[config.mk]
export PLATFORM = sky130hd
export DESIGN_NAME = tsp_port
export DESIGN_NICKNAME = d
export VERILOG_FILES = /design/src/core/tsp_pkg.sv /design/src/core/tsp_port.sv
export SDC_FILE = /design/constraint.sdc
export NUM_CORES = 1
export LEC_CHECK = 0
export ABC_AREA = 1
export ABC_CLOCK_PERIOD_IN_PS = 17100
export BUFFER_PORTS_ARGS = -buffer_cell sky130_fd_sc_hd__buf_4
export CORE_AREA = 5 5 188 190
export CTS_CLUSTER_SIZE = 16
export DETAILED_ROUTE_END_ITERATION = 10
export DIE_AREA = 0 0 193 195
export PLACE_DENSITY = 0.64
export SYNTH_ARGS = -nofsm -noshare
export SYNTH_HDL_FRONTEND = slang
export SYNTH_SLANG_ARGS = --single-unit
[constraint.sdc]
create_clock -name ref_clk_i -period 17.1 [get_ports ref_clk_i]
set_input_delay 2.565 -clock ref_clk_i [delete_from_list [all_inputs] [get_ports ref_clk_i]]
set_output_delay 2.565 -clock ref_clk_i [all_outputs]
set_load 0.01 [all_outputs]
[src/core/tsp_pkg.sv]
// shared constants, register map and types for the timed serdes io port
package tsp_pkg;

  // ************************************************************
  // widths and clocking
  // ************************************************************
  localparam int unsigned ADDR_W    = 4;
  localparam int unsigned DATA_W    = 32;
  localparam int unsigned XFER_W    = 32;
  localparam int unsigned CNT_W     = 16;
  localparam int unsigned NUM_CB    = 6;
  localparam int unsigned CB_SEL_W  = 3;
  localparam int unsigned CB_DIV_W  = 8;
  localparam int unsigned CLK_MHZ   = 200;
  localparam int unsigned REF_MHZ   = 100;
  localparam int unsigned REF_CNT_W = 4;
  // system clock cycles per reference tick, less one
  localparam logic [REF_CNT_W-1:0] REF_DIV_M1 = REF_CNT_W'(CLK_MHZ / REF_MHZ - 1);

  // ************************************************************
  // register offsets
  // ************************************************************
  localparam logic [ADDR_W-1:0] A_CTRL   = 4'h0;
  localparam logic [ADDR_W-1:0] A_DATA   = 4'h1;
  localparam logic [ADDR_W-1:0] A_COND   = 4'h2;
  localparam logic [ADDR_W-1:0] A_TIME   = 4'h3;
  localparam logic [ADDR_W-1:0] A_CNT    = 4'h4;
  localparam logic [ADDR_W-1:0] A_TSTAMP = 4'h5;
  localparam logic [ADDR_W-1:0] A_STAT   = 4'h6;
  localparam logic [ADDR_W-1:0] A_CB1    = 4'h8;

  // status bit positions
  localparam int unsigned ST_RX_FULL = 0;
  localparam int unsigned ST_TX_FULL = 1;
  localparam int unsigned ST_BUSY    = 2;

  // ************************************************************
  // types
  // ************************************************************
  typedef enum logic [1:0] {COND_NONE, COND_EQ, COND_NEQ} tsp_cond_t;

  typedef struct packed {
    logic [CB_SEL_W-1:0] cb_sel;
    logic                strb_en;
    logic                timed;
    tsp_cond_t           cond;
    logic                oc;
    logic                dir_out;
    logic                en;
  } tsp_ctrl_t;
  localparam int unsigned CTRL_W   = $bits(tsp_ctrl_t);
  localparam tsp_ctrl_t   CTRL_RST = '0;

  typedef struct packed {
    logic                ext;
    logic [CB_DIV_W-1:0] div;
  } tsp_cb_t;
  localparam int unsigned CB_W   = $bits(tsp_cb_t);
  localparam tsp_cb_t     CB_RST = '0;

  typedef struct packed {
    logic [ADDR_W-1:0] addr;
    logic [DATA_W-1:0] wdata;
    logic              wr;
    logic              rd;
  } tsp_req_t;

  typedef enum {S_IDLE, S_WAIT_COND, S_WAIT_TIME, S_SHIFT} tsp_state_t;

endpackage : tsp_pkg

[src/core/tsp_port.sv]
// timed serdes io port: clock blocks, counter, serializer and pin drive
`timescale 1ns/100ps
// How it works
// - port width parameter: 1, 4, 8, 16 or 32 pins
// - whole port is input or output
// - drive pins or sample, optionally on condition
// - register access completes in one cycle
// - open collector: zero pulls low, one releases
// - open collector chosen per port
// - serializer plus transfer register carry data
// - 16-bit counter times the transfer
// - counter readable, transfers deferred to counter value
// - counter captured as timestamp per transfer
// - enabled link takes shared pins away
// - narrower port claim overrides this port
// - unclaimed pins stay with this port
// - port always transfers at its full width
// - six clock blocks, block zero reference 100MHz
// - clock block may divide external pin clock
// - incoming strobe qualifies input, outgoing strobe output
// - reset attaches port to clock block zero
// - pin events signalled without polling
// - pull-downs enabled while in reset
module tsp_port #(
  parameter int unsigned PORT_W = 4
) (
  // clock and reset
  input  wire logic                      ref_clk_i,
  input  wire logic                      rst_i,
  // register port
  input  wire tsp_pkg::tsp_req_t         req_i,
  output logic [tsp_pkg::DATA_W-1:0]     rdata_o,
  // pins
  input  wire logic [PORT_W-1:0]         pin_in_i,
  output logic [PORT_W-1:0]              pin_out_o,
  output logic [PORT_W-1:0]              pin_oe_n_o,
  output logic [PORT_W-1:0]              pull_dn_o,
  input  wire logic                      ext_clk_i,
  // strobes
  input  wire logic                      incoming_strobe_i,
  output logic                           outgoing_strobe_o,
  // pin sharing, from the tile
  input  wire logic                      link_en_i,
  input  wire logic [PORT_W-1:0]         narrow_claim_i,
  // event to the tile scheduler
  output logic                           event_o
);
  import tsp_pkg::*;

  localparam int unsigned SHIFTS = XFER_W / PORT_W;
  localparam int unsigned SC_W   = (SHIFTS > 1) ? $clog2(SHIFTS) : 1;
  localparam logic [SC_W-1:0] LAST_SHIFT = SC_W'(SHIFTS - 1);

  // ************************************************************
  // registers and nets
  // ************************************************************
  tsp_ctrl_t             ctrl_ff;
  logic [PORT_W-1:0]     cond_ff;
  logic [CNT_W-1:0]      time_ff;
  logic [CNT_W-1:0]      cnt_ff;
  logic [CNT_W-1:0]      ts_ff;
  logic [XFER_W-1:0]     xfer_ff;
  logic                  tx_full_ff;
  logic                  rx_full_ff;
  logic [XFER_W-1:0]     sh_ff;
  logic [SC_W-1:0]       sc_ff;
  tsp_state_t            state_ff;
  tsp_state_t            nxt_state;
  logic [PORT_W-1:0]     pin_s1_ff;
  logic [PORT_W-1:0]     pin_s2_ff;
  logic                  strb_s1_ff;
  logic                  strb_s2_ff;
  logic                  ext_s1_ff;
  logic                  ext_s2_ff;
  logic                  ext_s3_ff;
  logic [REF_CNT_W-1:0]  ref_cnt_ff;
  logic [NUM_CB-1:0]     cb_tick;
  tsp_cb_t               cb_rd [NUM_CB];
  logic [PORT_W-1:0]     pout_ff;
  logic [PORT_W-1:0]     pad_out_ff;
  logic [PORT_W-1:0]     pad_oe_n_ff;
  logic [PORT_W-1:0]     pd_ff;
  logic [DATA_W-1:0]     rdata_ff;
  logic                  event_ff;
  logic                  ostrb_ff;
  logic                  tick;
  logic                  ext_rise;
  logic                  hit;
  logic                  strb_ok;
  logic                  go_sh;
  logic                  take_tx;
  logic                  rx_done;
  logic                  cond_met;
  logic [XFER_W-1:0]     in_shift;
  logic [PORT_W-1:0]     avail;
  logic [PORT_W-1:0]     drive_en;

  // register decode, used by both write and read paths
  function automatic logic f_sel(input tsp_req_t r, input logic [ADDR_W-1:0] a);
    f_sel = (r.addr == a);
  endfunction : f_sel

  // ************************************************************
  // synchronisers for pins, strobe and external clock
  // ************************************************************
  // external levels pass two flops before any logic reads them
  always_ff @(posedge ref_clk_i or posedge rst_i) begin
    if (rst_i) begin
      pin_s1_ff  <= '0;
      pin_s2_ff  <= '0;
      strb_s1_ff <= 1'b0;
      strb_s2_ff <= 1'b0;
      ext_s1_ff  <= 1'b0;
      ext_s2_ff  <= 1'b0;
      ext_s3_ff  <= 1'b0;
    end else begin
      pin_s1_ff  <= pin_in_i;
      pin_s2_ff  <= pin_s1_ff;
      strb_s1_ff <= incoming_strobe_i;
      strb_s2_ff <= strb_s1_ff;
      ext_s1_ff  <= ext_clk_i;
      ext_s2_ff  <= ext_s1_ff;
      ext_s3_ff  <= ext_s2_ff;
    end
  end

  // edge seen only past the second flop
  assign ext_rise = ext_s2_ff & ~ext_s3_ff;

  // ************************************************************
  // clock blocks
  // ************************************************************
  // block zero is the reference: one tick per REF_DIV system cycles
  always_ff @(posedge ref_clk_i or posedge rst_i) begin
    if (rst_i) begin
      ref_cnt_ff <= '0;
    end else if (ref_cnt_ff == REF_DIV_M1) begin
      ref_cnt_ff <= '0;
    end else begin
      ref_cnt_ff <= ref_cnt_ff + 1'b1;
    end
  end
  assign cb_tick[0] = (ref_cnt_ff == REF_DIV_M1);
  assign cb_rd[0]   = CB_RST;

  // blocks above zero: source is reference or pin edge, then a divider
  for (genvar i = 1; i < NUM_CB; i++) begin : g_cb
    tsp_cb_t             cfg_ff;
    logic [CB_DIV_W-1:0] dcnt_ff;
    logic                src;

    always_ff @(posedge ref_clk_i or posedge rst_i) begin
      if (rst_i) begin
        cfg_ff <= CB_RST;
      end else if (req_i.wr && f_sel(req_i, A_CB1 + ADDR_W'(i - 1))) begin
        cfg_ff <= tsp_cb_t'(req_i.wdata[CB_W-1:0]);
      end
    end

    assign src = cfg_ff.ext ? ext_rise : cb_tick[0];

    // divide by div+1 source edges; zero passes every edge
    always_ff @(posedge ref_clk_i or posedge rst_i) begin
      if (rst_i) begin
        dcnt_ff <= '0;
      end else if (src) begin
        dcnt_ff <= (dcnt_ff >= cfg_ff.div) ? '0 : dcnt_ff + 1'b1;
      end
    end

    assign cb_tick[i] = src & (dcnt_ff >= cfg_ff.div);
    assign cb_rd[i]   = cfg_ff;
  end

  // out-of-range selections give no tick rather than aliasing a block
  assign tick = (ctrl_ff.cb_sel < CB_SEL_W'(NUM_CB)) ? cb_tick[ctrl_ff.cb_sel] : 1'b0;

  // ************************************************************
  // control registers
  // ************************************************************
  // reset selects clock block zero via the all-zero control value
  always_ff @(posedge ref_clk_i or posedge rst_i) begin
    if (rst_i) begin
      ctrl_ff <= CTRL_RST;
      cond_ff <= '0;
      time_ff <= '0;
    end else if (req_i.wr) begin
      if (f_sel(req_i, A_CTRL)) begin
        ctrl_ff <= tsp_ctrl_t'(req_i.wdata[CTRL_W-1:0]);
      end
      if (f_sel(req_i, A_COND)) begin
        cond_ff <= req_i.wdata[PORT_W-1:0];
      end
      if (f_sel(req_i, A_TIME)) begin
        time_ff <= req_i.wdata[CNT_W-1:0];
      end
    end
  end

  // ************************************************************
  // port counter
  // ************************************************************
  // natural overflow gives the wrap back to zero
  always_ff @(posedge ref_clk_i or posedge rst_i) begin
    if (rst_i) begin
      cnt_ff <= '0;
    end else if (tick) begin
      cnt_ff <= cnt_ff + 1'b1;
    end
  end

  // ************************************************************
  // transfer sequencer
  // ************************************************************
  always_comb begin
    hit       = (ctrl_ff.cond == COND_EQ) ? (pin_s2_ff == cond_ff)
                                          : (pin_s2_ff != cond_ff);
    strb_ok   = ~ctrl_ff.strb_en | strb_s2_ff;
    go_sh     = (state_ff == S_SHIFT) & tick & (ctrl_ff.dir_out | strb_ok);
    in_shift  = XFER_W'({pin_s2_ff, sh_ff} >> PORT_W);
    nxt_state = state_ff;
    take_tx   = 1'b0;
    rx_done   = 1'b0;
    cond_met  = 1'b0;
    case (state_ff)
      S_IDLE: begin
        if (ctrl_ff.dir_out && tx_full_ff) begin
          nxt_state = ctrl_ff.timed ? S_WAIT_TIME : S_SHIFT;
          take_tx   = ~ctrl_ff.timed;
        end else if (!ctrl_ff.dir_out && !rx_full_ff) begin
          if (ctrl_ff.cond != COND_NONE) begin
            nxt_state = S_WAIT_COND;
          end else begin
            nxt_state = ctrl_ff.timed ? S_WAIT_TIME : S_SHIFT;
          end
        end
      end
      S_WAIT_COND: begin
        if (tick && hit) begin
          cond_met  = 1'b1;
          nxt_state = ctrl_ff.timed ? S_WAIT_TIME : S_SHIFT;
        end
      end
      S_WAIT_TIME: begin
        if (tick && cnt_ff == time_ff) begin
          nxt_state = S_SHIFT;
          take_tx   = ctrl_ff.dir_out;
        end
      end
      S_SHIFT: begin
        if (go_sh && sc_ff == LAST_SHIFT) begin
          nxt_state = S_IDLE;
          rx_done   = ~ctrl_ff.dir_out;
        end
      end
      default: begin
        nxt_state = S_IDLE;
      end
    endcase
    // disabling aborts whatever was in flight
    if (!ctrl_ff.en) begin
      nxt_state = S_IDLE;
      take_tx   = 1'b0;
      rx_done   = 1'b0;
      cond_met  = 1'b0;
    end
  end

  always_ff @(posedge ref_clk_i or posedge rst_i) begin
    if (rst_i) begin
      state_ff <= S_IDLE;
    end else begin
      state_ff <= nxt_state;
    end
  end

  // serializer: a full word moves as SHIFTS slices of the port width
  always_ff @(posedge ref_clk_i or posedge rst_i) begin
    if (rst_i) begin
      sh_ff   <= '0;
      sc_ff   <= '0;
      pout_ff <= '0;
    end else if (take_tx) begin
      sh_ff <= xfer_ff;
      sc_ff <= '0;
    end else if (nxt_state == S_SHIFT && state_ff != S_SHIFT) begin
      sc_ff <= '0;
    end else if (go_sh) begin
      sc_ff <= sc_ff + 1'b1;
      if (ctrl_ff.dir_out) begin
        pout_ff <= sh_ff[PORT_W-1:0];
        sh_ff   <= sh_ff >> PORT_W;
      end else begin
        sh_ff <= in_shift;
      end
    end
  end

  // timestamp, event and strobe pulses
  always_ff @(posedge ref_clk_i or posedge rst_i) begin
    if (rst_i) begin
      ts_ff    <= '0;
      event_ff <= 1'b0;
      ostrb_ff <= 1'b0;
    end else begin
      if (take_tx || rx_done) begin
        ts_ff <= cnt_ff;
      end
      event_ff <= cond_met | rx_done;
      ostrb_ff <= go_sh & ctrl_ff.dir_out & ctrl_ff.strb_en;
    end
  end

  // ************************************************************
  // transfer register
  // ************************************************************
  // hardware set beats a same-cycle software clear so no word is lost
  always_ff @(posedge ref_clk_i or posedge rst_i) begin
    if (rst_i) begin
      xfer_ff    <= '0;
      tx_full_ff <= 1'b0;
      rx_full_ff <= 1'b0;
    end else begin
      if (rx_done) begin
        xfer_ff <= in_shift;
      end else if (req_i.wr && f_sel(req_i, A_DATA) && ctrl_ff.dir_out) begin
        xfer_ff <= req_i.wdata[XFER_W-1:0];
      end
      if (req_i.wr && f_sel(req_i, A_DATA) && ctrl_ff.dir_out) begin
        tx_full_ff <= 1'b1;
      end else if (take_tx || !ctrl_ff.en) begin
        tx_full_ff <= 1'b0;
      end
      if (rx_done) begin
        rx_full_ff <= 1'b1;
      end else if (req_i.rd && f_sel(req_i, A_DATA)) begin
        rx_full_ff <= 1'b0;
      end
    end
  end

  // ************************************************************
  // pin drive and sharing
  // ************************************************************
  // a link or a narrower port takes a pin; the rest stay ours
  assign avail = ~narrow_claim_i & ~{PORT_W{link_en_i}};

  // open collector only ever drives zero; a one floats the pin
  assign drive_en = {PORT_W{ctrl_ff.en & ctrl_ff.dir_out}} & avail
                  & ~({PORT_W{ctrl_ff.oc}} & pout_ff);

  always_ff @(posedge ref_clk_i or posedge rst_i) begin
    if (rst_i) begin
      pad_out_ff  <= '0;
      pad_oe_n_ff <= '1;
    end else begin
      pad_out_ff  <= ctrl_ff.oc ? '0 : pout_ff;
      pad_oe_n_ff <= ~drive_en;
    end
  end

  // pull-downs held on through reset, dropped at the first edge after
  always_ff @(posedge ref_clk_i or posedge rst_i) begin
    if (rst_i) begin
      pd_ff <= '1;
    end else begin
      pd_ff <= '0;
    end
  end

  // ************************************************************
  // register read
  // ************************************************************
  // single-cycle answer; data stands one cycle only, unmapped reads zero
  always_ff @(posedge ref_clk_i or posedge rst_i) begin
    if (rst_i) begin
      rdata_ff <= '0;
    end else begin
      rdata_ff <= '0;
      if (req_i.rd) begin
        if (f_sel(req_i, A_CTRL)) rdata_ff <= DATA_W'(ctrl_ff);
        if (f_sel(req_i, A_DATA)) rdata_ff <= DATA_W'(xfer_ff);
        if (f_sel(req_i, A_COND)) rdata_ff <= DATA_W'(cond_ff);
        if (f_sel(req_i, A_TIME)) rdata_ff <= DATA_W'(time_ff);
        if (f_sel(req_i, A_CNT)) rdata_ff <= DATA_W'(cnt_ff);
        if (f_sel(req_i, A_TSTAMP)) rdata_ff <= DATA_W'(ts_ff);
        if (f_sel(req_i, A_STAT)) begin
          rdata_ff[ST_RX_FULL] <= rx_full_ff;
          rdata_ff[ST_TX_FULL] <= tx_full_ff;
          rdata_ff[ST_BUSY]    <= (state_ff != S_IDLE);
        end
        for (int k = 1; k < NUM_CB; k++) begin
          if (f_sel(req_i, A_CB1 + ADDR_W'(k - 1))) rdata_ff <= DATA_W'(cb_rd[k]);
        end
      end
    end
  end

  assign rdata_o           = rdata_ff;
  assign pin_out_o         = pad_out_ff;
  assign pin_oe_n_o        = pad_oe_n_ff;
  assign pull_dn_o         = pd_ff;
  assign outgoing_strobe_o = ostrb_ff;
  assign event_o           = event_ff;
endmodule : tsp_port

==> Word level (Yosys, flattened, before mapping) <==
Index checks and enable logic that the tools add are counted.
{ "totals": {"word_cells": 208, "out_inout_bits": 46, "ff_bits": 315, "inputBits": 51} }
{ "op_classes": {"addsub": 8, "n_lt_le_gt_ge": 7, "n_eq_ne": 24, "n_bitwise": 28, "muxes": 61, "n_reduce_logical": 33} }
{ "ops": {"columns": ["op", "n"], "rows": [
  ["$mux 32", 23],
  ["$pmux 32 s4", 1],
  ["$eq 32x2->1 const B", 2],
  ["$eq 32x3->1 const B", 2],
  ["$add 8x1->8 const B", 5],
  ["$ge 8x8->1", 5],
  ["$mux 8", 5],
  ["$eq 32x1->1 const B", 1],
  ["$logic_not 32->1", 1],
  ["$ne 32x3->1 const B", 1],
  ["$reduce_bool 32->1", 1],
  ["$mux 1", 22],
  ["$eq 4x4->1 const B", 5],
  ["$add 16x1->16 const B", 1],
  ["$and 4x4->4", 4],
  ["$eq 16x16->1", 1],
  ["$not 4->4", 4],
  ["$logic_and 1x1->1", 14],
  ["$eq 4x3->1 const B", 3],
  ["$mux 3", 4],
  ["$and 1x1->1", 11],
  ["$mux 10", 1],
  ["$reduce_bool 2->1", 5],
  ["$eq 4x1->1 const B", 2],
  ["other kinds (22)", 37]
]} }

==> Logic depth before layout (Yosys ltp) <==
Gate-level depths: netlist of run 1.
{ "logic_depth": {"depth_word": 17, "ltp_mapped": 24, "depth_no_buf": 22} }

==> Least setup slack after synthesis of run 1 <==
Ideal clock, no wire load.
{ "synth_timing": {"path_kind": "input port to flip-flop", "startpoint": "in req_i[36] (netlist name)", "endpoint": "reg rdata_ff[1], in the netlist rdata_o[1]", "arrival_time_ps": 3930, "path_stages": 12, "setup_time_ps": 121, "n_path_buf": 1, "setup_slack_ps": 13049, "required_ps": 16979, "cell_sequence": "inv_1 > nor2_1 > nand2_1 > nor2_1 > inv_1 > clkbuf_1 > o22ai_1 > o21ai_0 > nor2_1 > o211ai_1 > o221ai_1 > inv_1"} }
{ "synth_via": {"elab_chain_cells": 14, "elab_cells_between_ends": 25, "classes_between": "11 x eq/ne; 13 x mux; 1 x reduce/logical"} }
{ "synth_lines": {"columns": ["item", "line", "source"], "rows": [
  ["start: declaration", "tsp_port.sv:31", "input wire tsp_pkg::tsp_req_t req_i,"],
  ["$logic_not 4->1", "tsp_port.sv:100", "f_sel = (r.addr == a);"],
  ["$mux 10", "tsp_port.sv:381", "if (f_sel(req_i, A_CTRL)) rdata_ff <= DATA_W'(ctrl_ff);"],
  ["$mux 32", "tsp_port.sv:382", "if (f_sel(req_i, A_DATA)) rdata_ff <= DATA_W'(xfer_ff);"],
  ["$mux 32", "tsp_port.sv:383", "if (f_sel(req_i, A_COND)) rdata_ff <= DATA_W'(cond_ff);"],
  ["$mux 32", "tsp_port.sv:384", "if (f_sel(req_i, A_TIME)) rdata_ff <= DATA_W'(time_ff);"],
  ["$mux 32", "tsp_port.sv:385", "if (f_sel(req_i, A_CNT)) rdata_ff <= DATA_W'(cnt_ff);"],
  ["$mux 32", "tsp_port.sv:386", "if (f_sel(req_i, A_TSTAMP)) rdata_ff <= DATA_W'(ts_ff);"],
  ["$mux 3", "tsp_port.sv:387", "if (f_sel(req_i, A_STAT)) begin"],
  ["$mux 32 (4 in series)", "tsp_port.sv:393", "if (f_sel(req_i, A_CB1 + ADDR_W'(k - 1))) rdata_ff <= DATA_W'(cb_rd[k]);"],
  ["$mux 32 *", "tsp_port.sv:393", null],
  ["$mux 32 *", "tsp_port.sv:380", "if (req_i.rd) begin"],
  ["end signal: assignment", "tsp_port.sv:381", null],
  ["end signal: assignment", "tsp_port.sv:382", null],
  ["end signal: assignment", "tsp_port.sv:393", null],
  ["end: declaration", "tsp_port.sv:83", "logic [DATA_W-1:0] rdata_ff;"]
]} }
Mark *: on every way between the ends. The rest lies on a longest branch, timed or not.
A chain may end at the register's enable or synchronous reset.

==> Worst setup path after layout of run 1 <==
{ "layout_timing": {"startpoint": "in req_i[36] (netlist name)", "endpoint": "reg rdata_ff[4], in the netlist rdata_o[4]"} }
{ "layout_via": {"elab_chain_cells": 13, "elab_cells_between_ends": 23, "classes_between": "10 x eq/ne; 12 x mux; 1 x reduce/logical"} }
{ "layout_lines": {"columns": ["item", "line"], "rows": [
  ["$logic_not 4->1", "tsp_port.sv:100"],
  ["$mux 10", "tsp_port.sv:381"],
  ["$mux 32", "tsp_port.sv:382"],
  ["$mux 32", "tsp_port.sv:383"],
  ["$mux 32", "tsp_port.sv:384"],
  ["$mux 32", "tsp_port.sv:385"],
  ["$mux 32", "tsp_port.sv:386"],
  ["$mux 32 (4 in series)", "tsp_port.sv:393"],
  ["$mux 32 *", "tsp_port.sv:393"],
  ["$mux 32 *", "tsp_port.sv:380"]
]} }
Marked as above.

==> results of run 1 <==
==> cells in the final DEF, fill, tap and decap left out, types with 4 or more instances in the layout <==
cell type and n:
nor4_1 7, buf_4 99, nand3_1 49, o211ai_1 5
dfstp_2 5, nor2_1 151, nand4_1 16, clkbuf_16 36
xnor2_1 9, o21ai_2 9, o21ai_1 4, clkinv_2 6
a221oi_1 7, a21oi_1 92, a211oi_1 9, nor3_1 34
o21ai_0 156, dfrtp_1 307, clkbuf_1 5, nand2_2 4
conb_1 31, ha_1 48, nor3b_1 9, inv_1 215
o2111ai_1 4, nand2_1 467, nand2_4 4, o22ai_1 9
o21a_1 4, xor2_1 25, or2_2 4, clkbuf_8 5
and3_1 14
==> cells by family after synthesis <==
| family | synth area share |
|---|---|
| AND/OR/NAND/NOR | 0.216 |
| flip-flops | 0.528 |
| XOR/XNOR | 0.0201 |
| other | 0.000253 |
| adder cells (fa/ha/maj) | 0.0406 |
| buffers and inverters | 0.0718 |
| multiplexers | 0.00363 |
| AO/OA/AOI/OAI | 0.119 |
==> layout make-up <==
class	instances	area [µm²]	area share
Antenna cell	2	5.00	0.000291
Clock buffer	46	988	0.0575
Clock inverter	15	178	0.0103
Inverter	221	837	0.0487
Multi-Input combinational cell	1200	6050	0.352
Sequential cell	312	7810	0.454
Tap cell	448	561	0.0326
Timing Repair Buffer	100	763	0.0444
==> critical path, stage by stage <==
cell	delay (ps)
buf_4	90
inv_1	40
nor2_1	250
nand2_1	290
nor2_1	840
inv_1	360
o21ai_0	270
o21ai_0	110
a2111oi_0	370
a211oi_1	80
==> worst min-delay path by stage <==
| stage | end | slack (ps) |
|---|---|---|
| after floorplan | ext_s2_ff | 330 |
| after global placement | pin_s2_ff[2] | 330 |
| after detailed placement | pin_s2_ff[2] | 330 |
| after CTS | pin_s2_ff[2] | 350 |
| after global routing | strb_s2_ff | 360 |
| final | pin_s2_ff[2] | 350 |
==> cells in the mapped netlist, types with 9 or more instances <==
| master | count |
|---|---|
| and3_1 | 14 |
| nand4_1 | 16 |
| dfrtp_1 | 307 |
| xnor2_1 | 9 |
| o21ai_0 | 156 |
| a211oi_1 | 9 |
| o21ai_2 | 9 |
| nor3_1 | 34 |
| nand3_1 | 49 |
| nor2_1 | 151 |
| xor2_1 | 25 |
| ha_1 | 48 |
| inv_1 | 216 |
| a21oi_1 | 92 |
| nand2_1 | 467 |
| clkbuf_1 | 30 |
| nor3b_1 | 9 |
| buf_2 | 13 |
| o22ai_1 | 9 |
==> sequential cells by signal (all words and copies together), names as in the netlist, 3 cells and up <==
signal	cells
cb_rd	45
cnt_ff	16
cond_ff	4
ctrl_ff	10
g_cb.dcnt_ff	40
pin_oe_n_o	4
pin_out_o	4
pin_s1_ff	4
pin_s2_ff	4
pout_ff	4
rdata_o	32
ref_cnt_ff	4
sc_ff	3
sh_ff	32
state_ff	32
time_ff	16
ts_ff	16
xfer_ff	32
==> through the flow <==
stage	area, µm²	std cells
floorplan	14900	1782
global placement	16000	2281
detailed placement	16000	2281
CTS	17200	2342
global route	17200	2344
finish	17200	2344
==> layer usage <==
layer / vias to the layer above / GRT usage / share of wire
li1: 5866 / - / -
met1: 5717 / 0.278 / 0.43
met2: 349 / 0.344 / 0.48
met3: 83 / 0.0293 / 0.053
met4: 0 / 0.0789 / 0.041
met5: - / 0 / 0
==> report_power, final <==
part / internal [W] / switching (W) / total [W]
clock network: 0.000455 / 0.000303 / 0.000758
registers: 0.000832 / 0.0000940 / 0.000926
logic: 0.000148 / 0.000246 / 0.000394
==> results.py, run 1 <==
metrics = {
    "die": {
        "io_pins": 97,
        "core_mm2": 0.0333,
        "start_util": 0.445,
        "die_w_um": 193,
        "die_h_um": 195,
        "rows": 67,
        "die_area_mm2": 0.0376,
    },
    "routing": {
        "drt_iter0_drc": 1102,
        "first_pass_iters": 6,
        "totalWireLength_mm": 38.6,
        "route.detailed.drc": 0,
        "vias": 12000,
        "vias_per_cell": 5.13,
        "avgRoutedWirePerCell_um": 16.5,
        "ant_nets": 0,
    },
    "clock_network": {
        "cts_max_level": 2,
        "cts_tree": "built",
        "cts_root_buf": "clkbuf_16",
        "path_clk_slew_ps": 60,
        "cts_resized": 0,
        "post_cts_buffers": 0,
        "clk_latency_ps": 530,
        "cts_buffers": 35,
        "hold_buffers": 0,
        "cts.sinks": 312,
        "clock_path_buffers": 3,
    },
    "placed_design": {
        "port_buffers": 96,
        "dpl.hpwl_mm": 27.2,
        "dp_slack_ps": 11810,
        "gp_congestion": 0.991,
    },
    "pwr": {
        "total_power_w": 0.00208,
        "ir_drop_uv": 76.1,
        "power_density_mw_per_mm2": 121,
        "p_leak_nw": 8.75,
    },
    "final_layout": {
        "drive_gt1_frac": 0.103,
        "syn2layout_area_growth_pct": 16.2,
        "fillers": 3112,
        "final_util": 0.517,
        "fin_nets": 1969,
    },
    "setup_path": {
        "cp-start-kind": "primary input",
        "crit_type": "in -> reg",
        "cp.required_ps": 17460,
        "r2r_setup_slack_ps": 13020,
        "startpoint": "req_i[36]",
        "r2r_end": "sh_ff[17]",
        "worstSetupEndpointType": "flop",
        "worstRegToRegCells": 21,
        "r2r_start": "cb_rd[38]",
        "crit_arrival_ps": 5270,
        "worstPathMaxFanout": 15,
        "crit_end": "rdata_o[4]",
    },
    "synth": {
        "synth_seq_cells": 312,
        "synth_area_per_cell_um2": 8.45,
        "yosys.area.top_type": "dfrtp_1",
        "syn-instance-count": 1752,
        "synth_area_leaders": "dfrtp_1, nand2_1, inv_1, o21ai_0, ha_1",
        "synthArstFlopShare": 1.00,
        "ys_warn_count": 0,
        "synth-seq-area-share": 0.528,
        "synth_top_area_frac": 0.519,
        "synth_area_mm2": 0.0148,
        "synth_cell_type_count": 51,
        "synth_edf_count": 0,
        "ys.flop_type": "dfrtp_1",
    },
    "timing": {
        "post-route-min-period_ps": 4910,
        "fin_ws_ps": 12190,
        "rsz0062_at_grt": "false",
        "fin_skew_ps": 25.0,
        "hold_slack_ps": 347,
        "finalHoldViolCount": 0,
        "tns_ps": 0,
        "period_share": 0.287,
        "worst_slew_pin_slew_ps": 1030,
        "max_freq_mhz": 204,
        "slew_headroom": 0.314,
        "setup_violations": 0,
        "slew_viol_final": 0,
    },
    "grt": {
        "overflow": 0,
        "antenna_found_initial": 2,
        "grt_pass1_vias": 11900,
        "track_usage": 0.208,
        "grt_max_degree": 176,
        "grt_pass1_wl_mm": 63.1,
    },
    "status": {
        "outcome": "completed",
    },
    "worst_hold_path": {
        "whs_path_depth": 0,
        "min_from": "pin_s1_ff[2]",
        "min_path_type": "reg -> reg",
    },
    "job": {
        "cap_violations": 0,
    },
}
Note: power is estimated with default switching activity, not from simulation.
==> run 2: changes to the inputs <==
--- a/config.mk
+++ b/config.mk
@@ -6,13 +6,13 @@
 export NUM_CORES = 1
 export LEC_CHECK = 0
 export ABC_AREA = 1
-export ABC_CLOCK_PERIOD_IN_PS = 17100
+export ABC_CLOCK_PERIOD_IN_PS = 4050
 export BUFFER_PORTS_ARGS = -buffer_cell sky130_fd_sc_hd__buf_4
 export CORE_AREA = 5 5 188 190
 export CTS_CLUSTER_SIZE = 16
 export DETAILED_ROUTE_END_ITERATION = 10
 export DIE_AREA = 0 0 193 195
-export PLACE_DENSITY = 0.64
+export PLACE_DENSITY = 0.66
 export SYNTH_ARGS = -nofsm -noshare
 export SYNTH_HDL_FRONTEND = slang
 export SYNTH_SLANG_ARGS = --single-unit
==> constraint.sdc (replaced) <==
create_clock -name ref_clk_i -period 4.05 [get_ports ref_clk_i]
set_input_delay 0.6075 -clock ref_clk_i [delete_from_list [all_inputs] [get_ports ref_clk_i]]
set_output_delay 0.6075 -clock ref_clk_i [all_outputs]
set_load 0.01 [all_outputs]
==> results.py, run 2 (same netlist as run 1, synthesis figures left out) <==
metrics = {
    "status": {
        "outcome": "completed",
    },
    "pwr": {
        "p_leak_nw": 8.80,
        "seq_power_share": 0.436,
        "ir_drop_uv": 335,
        "p_switching_w": 0.00273,
        "power_density_mw_per_mm2": 515,
        "swShare": 0.306,
        "power.internal_w": 0.00619,
        "p_comb_frac": 0.187,
        "p_clk_frac": 0.378,
    },
    "die": {
        "die_area_mm2": 0.0376,
        "die_w_um": 193,
        "die_h_um": 195,
        "core_mm2": 0.0333,
        "rows": 67,
        "start_util": 0.445,
        "io_pins": 97,
    },
    "final_layout": {
        "fillers": 3166,
        "fin_nets": 1975,
        "fin_area_mm2": 0.0173,
        "layout_common_cells": "nand2_1, dfrtp_1, inv_1, o21ai_0, nor2_1",
        "drive_gt1_frac": 0.108,
        "largest_reg_flops": 45,
        "layout_commonest_cell": "nand2_1",
        "syn2layout_area_growth_pct": 17.0,
        "multi_input_area_mm2": 0.00605,
        "instances_no_fill": 2353,
        "regArea_mm2": 0.00781,
    },
    "clock_network": {
        "cts_max_level": 2,
        "path_clk_slew_ps": 60,
        "clk_latency_ps": 530,
        "cts_resized": 0,
        "hold_buffers": 0,
        "cts_tree": "built",
        "cts_root_buf": "clkbuf_16",
        "clock_path_buffers": 3,
        "cts_buffers": 36,
        "post_cts_buffers": 0,
        "cts.sinks": 312,
    },
    "placed_design": {
        "placed_area_mm2": 0.0161,
        "gp_congestion": 0.887,
        "dp_cells": 2286,
        "dpl.hpwl_mm": 27.3,
        "port_buffers": 96,
        "dp_slack_ps": 736,
    },
    "setup_path": {
        "startpoint": "cb_rd[7]",
        "cp-start-kind": "flop",
        "crit_chain": "inv_1 > ha_1 > nand2_1 > nor2_1 > nand4_1 > nand3_1 > nand2_1 > nand2_1 > nand3_2 > nand2_4 > nand2_2 > nor2_2 > nand2_2 > nand2_4 > nand2_4 > nand2_2 > inv_2 > nand2_1 > o21ai_1",
        "max_stage_delay_ps": 380,
        "r2r_start": "cb_rd[7]",
        "cp.required_ps": 4440,
        "crit_top_cell": "nand2_1",
        "cp.buffers_inverters": 2,
        "cp_slowest_cell": "dfrtp_1",
        "crit_arrival_ps": 3760,
        "r2r_setup_slack_ps": 680,
        "worstSetupEndpointType": "flop",
        "worstPathMaxFanout": 60,
        "worstRegToRegCells": 19,
        "crit_type": "reg -> reg",
        "r2r_end": "sh_ff[29]",
        "crit_family": "simple AND/OR/NAND/NOR gates",
    },
    "timing": {
        "fin_ws_ps": 678,
        "max_freq_mhz": 297,
        "setup_violations": 0,
        "post-route-min-period_ps": 3370,
        "period_share": 0.833,
        "finalHoldViolCount": 0,
        "slew_headroom": 0.387,
        "tns_ps": 0,
        "worst_slew_pin_slew_ps": 920,
        "fin_skew_ps": 27.5,
        "hold_slack_ps": 188,
        "rsz0062_at_grt": "false",
        "slew_viol_final": 0,
    },
    "worst_hold_path": {
        "whs_path_depth": 1,
        "min_from": "pin_in_i[3]",
        "min_path_type": "in -> reg",
        "hold_end": "pin_s1_ff[3]",
    },
    "routing": {
        "avgRoutedWirePerCell_um": 16.4,
        "first_pass_iters": 7,
        "route.detailed.drc": 0,
        "vias": 12100,
        "ant_nets": 0,
        "vias_per_cell": 5.14,
        "drt_iter0_drc": 1058,
        "totalWireLength_mm": 38.7,
    },
    "grt": {
        "track_usage": 0.206,
        "overflow": 0,
        "grt_max_degree": 163,
        "grt_pass1_wl_mm": 62.4,
        "grt_pass1_vias": 11800,
        "antenna_found_initial": 2,
    },
    "job": {
        "cap_violations": 0,
    },
}
==> run 2: per-layer routing <==
layer	part of all wire	global-route usage	vias up
li1	-	-	5881
met1	0.42	0.274	5722
met2	0.47	0.330	384
met3	0.068	0.0382	102
met4	0.043	0.0865	0
met5	0	0	-
==> run 2: worst max-delay path by stage <==
| stage | end | slack (ps) | cells past startpoint |
|---|---|---|---|
| after floorplan | cb_rd[0] | -710 | 1 |
| after global placement | sh_ff[29] | 850 | 20 |
| after detailed placement | sh_ff[29] | 740 | 19 |
| after CTS | sh_ff[30] | 710 | 19 |
| after global routing | sh_ff[9] | 360 | 19 |
| final | sh_ff[29] | 680 | 19 |
==> run 2: power groups by stage <==
stage                     Clock (W)  Combinational, W  Sequential (W)
after floorplan                   0           0.00125         0.00381
final                       0.00337           0.00167         0.00389
after CTS                   0.00344           0.00168         0.00388
after detailed placement          0           0.00167         0.00393
after global routing        0.00357           0.00194         0.00394
after global placement            0           0.00160         0.00392
==> run 2: layout make-up <==
type / count / area share
Multi-Input combinational cell: 1200 / 0.350
Antenna cell: 2 / 0.000289
Inverter: 221 / 0.0481
Clock buffer: 49 / 0.0595
Tap cell: 448 / 0.0324
Sequential cell: 312 / 0.451
Clock inverter: 16 / 0.0120
Timing Repair Buffer: 105 / 0.0470
==> run 2: per-stage QoR <==
step                 util  power [W]
global placement    0.483    0.00552
floorplan               -    0.00506
global route        0.520    0.00945
detailed placement  0.483    0.00560
CTS                 0.520    0.00900
finish              0.520    0.00892
==> run 3: changes to the inputs <==
--- a/config.mk
+++ b/config.mk
@@ -6,13 +6,13 @@
 export NUM_CORES = 1
 export LEC_CHECK = 0
 export ABC_AREA = 1
-export ABC_CLOCK_PERIOD_IN_PS = 4050
+export ABC_CLOCK_PERIOD_IN_PS = 3200
 export BUFFER_PORTS_ARGS = -buffer_cell sky130_fd_sc_hd__buf_4
 export CORE_AREA = 5 5 188 190
 export CTS_CLUSTER_SIZE = 16
 export DETAILED_ROUTE_END_ITERATION = 10
 export DIE_AREA = 0 0 193 195
-export PLACE_DENSITY = 0.66
+export PLACE_DENSITY = 0.64
 export SYNTH_ARGS = -nofsm -noshare
 export SYNTH_HDL_FRONTEND = slang
 export SYNTH_SLANG_ARGS = --single-unit
==> constraint.sdc (replaced) <==
create_clock -name ref_clk_i -period 3.2 [get_ports ref_clk_i]
set_input_delay 0.48 -clock ref_clk_i [delete_from_list [all_inputs] [get_ports ref_clk_i]]
set_output_delay 0.48 -clock ref_clk_i [all_outputs]
set_load 0.01 [all_outputs]
==> results.py, run 3 (same netlist as run 1, synthesis figures left out) <==
metrics = {
    "pwr": {
        "power_density_mw_per_mm2": 634,
        "total_power_w": 0.0112,
        "ir_drop_uv": 345,
        "p_leak_nw": 8.96,
    },
    "timing": {
        "worst_slew_pin_slew_ps": 954,
        "finalHoldViolCount": 0,
        "post-route-min-period_ps": 2880,
        "fin_skew_ps": 28.9,
        "hold_slack_ps": 66.0,
        "period_share": 0.899,
        "fin_ws_ps": 322,
        "slew_headroom": 0.363,
        "tns_ps": 0,
        "max_freq_mhz": 347,
        "rsz0062_at_grt": "false",
        "setup_violations": 0,
        "slew_viol_final": 0,
    },
    "final_layout": {
        "fin_nets": 2005,
        "fillers": 3134,
        "multi_input_area_mm2": 0.00607,
        "regArea_mm2": 0.00781,
        "fin_area_mm2": 0.0176,
        "largest_reg_flops": 45,
        "drive_gt1_frac": 0.122,
        "syn2layout_area_growth_pct": 18.9,
        "layout_commonest_cell": "nand2_1",
        "layout_common_cells": "nand2_1, dfrtp_1, inv_1, o21ai_0, nor2_1",
    },
    "clock_network": {
        "path_clk_slew_ps": 60,
        "cts.sinks": 312,
        "cts_buffers": 36,
        "cts_root_buf": "clkbuf_16",
        "cts_max_level": 2,
        "cts_tree": "built",
        "clock_path_buffers": 3,
        "clk_latency_ps": 520,
        "hold_buffers": 0,
    },
    "routing": {
        "route.detailed.drc": 0,
        "totalWireLength_mm": 39.1,
        "avgRoutedWirePerCell_um": 16.4,
        "vias": 12200,
        "drt_iter0_drc": 833,
        "ant_nets": 0,
        "vias_per_cell": 5.13,
        "first_pass_iters": 6,
    },
    "setup_path": {
        "crit_arrival_ps": 3270,
        "r2r_start": "cb_rd[43]",
        "r2r_setup_slack_ps": 320,
        "worstPathMaxFanout": 26,
        "worstSetupEndpointType": "flop",
        "r2r_end": "sh_ff[31]",
        "cp.required_ps": 3590,
        "crit_type": "reg -> reg",
        "startpoint": "cb_rd[43]",
        "worstRegToRegCells": 17,
        "cp-start-kind": "flop",
    },
    "die": {
        "die_w_um": 193,
        "io_pins": 97,
        "die_h_um": 195,
        "die_area_mm2": 0.0376,
        "core_mm2": 0.0333,
        "start_util": 0.445,
        "rows": 67,
    },
    "placed_design": {
        "gp_congestion": 0.895,
        "dpl.hpwl_mm": 28.1,
        "port_buffers": 96,
        "dp_slack_ps": 128,
        "placed_area_mm2": 0.0163,
    },
    "grt": {
        "track_usage": 0.212,
        "overflow": 0,
        "antenna_found_initial": 1,
        "grt_pass1_wl_mm": 64.6,
        "grt_pass1_vias": 12400,
        "grt_max_degree": 52,
    },
    "worst_hold_path": {
        "hold_end": "pin_s1_ff[3]",
        "min_path_type": "in -> reg",
        "whs_path_depth": 1,
        "min_from": "pin_in_i[3]",
    },
    "status": {
        "outcome": "completed",
    },
    "job": {
        "cap_violations": 0,
    },
}
[run 3: critical path, cell delays in order (launching register included)]
cell     delay, ps
dfrtp_1        400
inv_1           70
ha_1           290
nand2_1         70
o21a_1         180
nand2_1        160
nand3_1        100
a21oi_1        140
nand2_1        110
nand2_4        150
nand2_2        100
nor2_2         150
nand2_2         80
nand2_4        150
nand2_8        130
buf_12         210
o21ai_1        180
o21ai_1         80
[run 3: metal layers]
layer / vias up / wire length (µm) / track usage
li1: 5948 / - / -
met1: 5788 / 16900 / 0.285
met2: 395 / 18300 / 0.346
met3: 98 / 2360 / 0.0341
met4: 0 / 1570 / 0.0805
met5: - / 0 / 0
[run 3: through the flow]
stage | utilization | instances
final | 0.529 | 2382
after global routing | 0.529 | 2382
after CTS | 0.526 | 2375
after detailed placement | 0.491 | 2310
after global placement | 0.491 | 2310
after floorplan | - | 1782
[run 3: repair_timing]
action | CTS | global route
buffers inserted | 0 | 6
setup endpoints to repair | 0 | 29
resized for setup | 0 | 13
[run 3: worst max-delay path by stage]
stage	end	slack [ps]
finish	sh_ff[31]	320
global route	sh_ff[16]	10
floorplan	cb_rd[0]	-1430
detailed placement	sh_ff[30]	130
global placement	sh_ff[30]	200
CTS	sh_ff[31]	120
[run 3: cell type report]
| cell class | count | area share |
|---|---|---|
| Antenna cell | 1 | 0.000142 |
| Clock buffer | 51 | 0.0595 |
| Clock inverter | 14 | 0.00683 |
| Inverter | 221 | 0.0475 |
| Multi-Input combinational cell | 1200 | 0.345 |
| Sequential cell | 312 | 0.444 |
| Tap cell | 448 | 0.0319 |
| Timing Repair Buffer | 135 | 0.0651 |
[run 3: power by group]
part | switching (W) | internal [W] | total [W] | leakage, nW
logic | 0.00135 | 0.000873 | 0.00222 | 4.30
registers | 0.000474 | 0.00444 | 0.00492 | 4.08
clock network | 0.00165 | 0.00238 | 0.00403 | 0.581
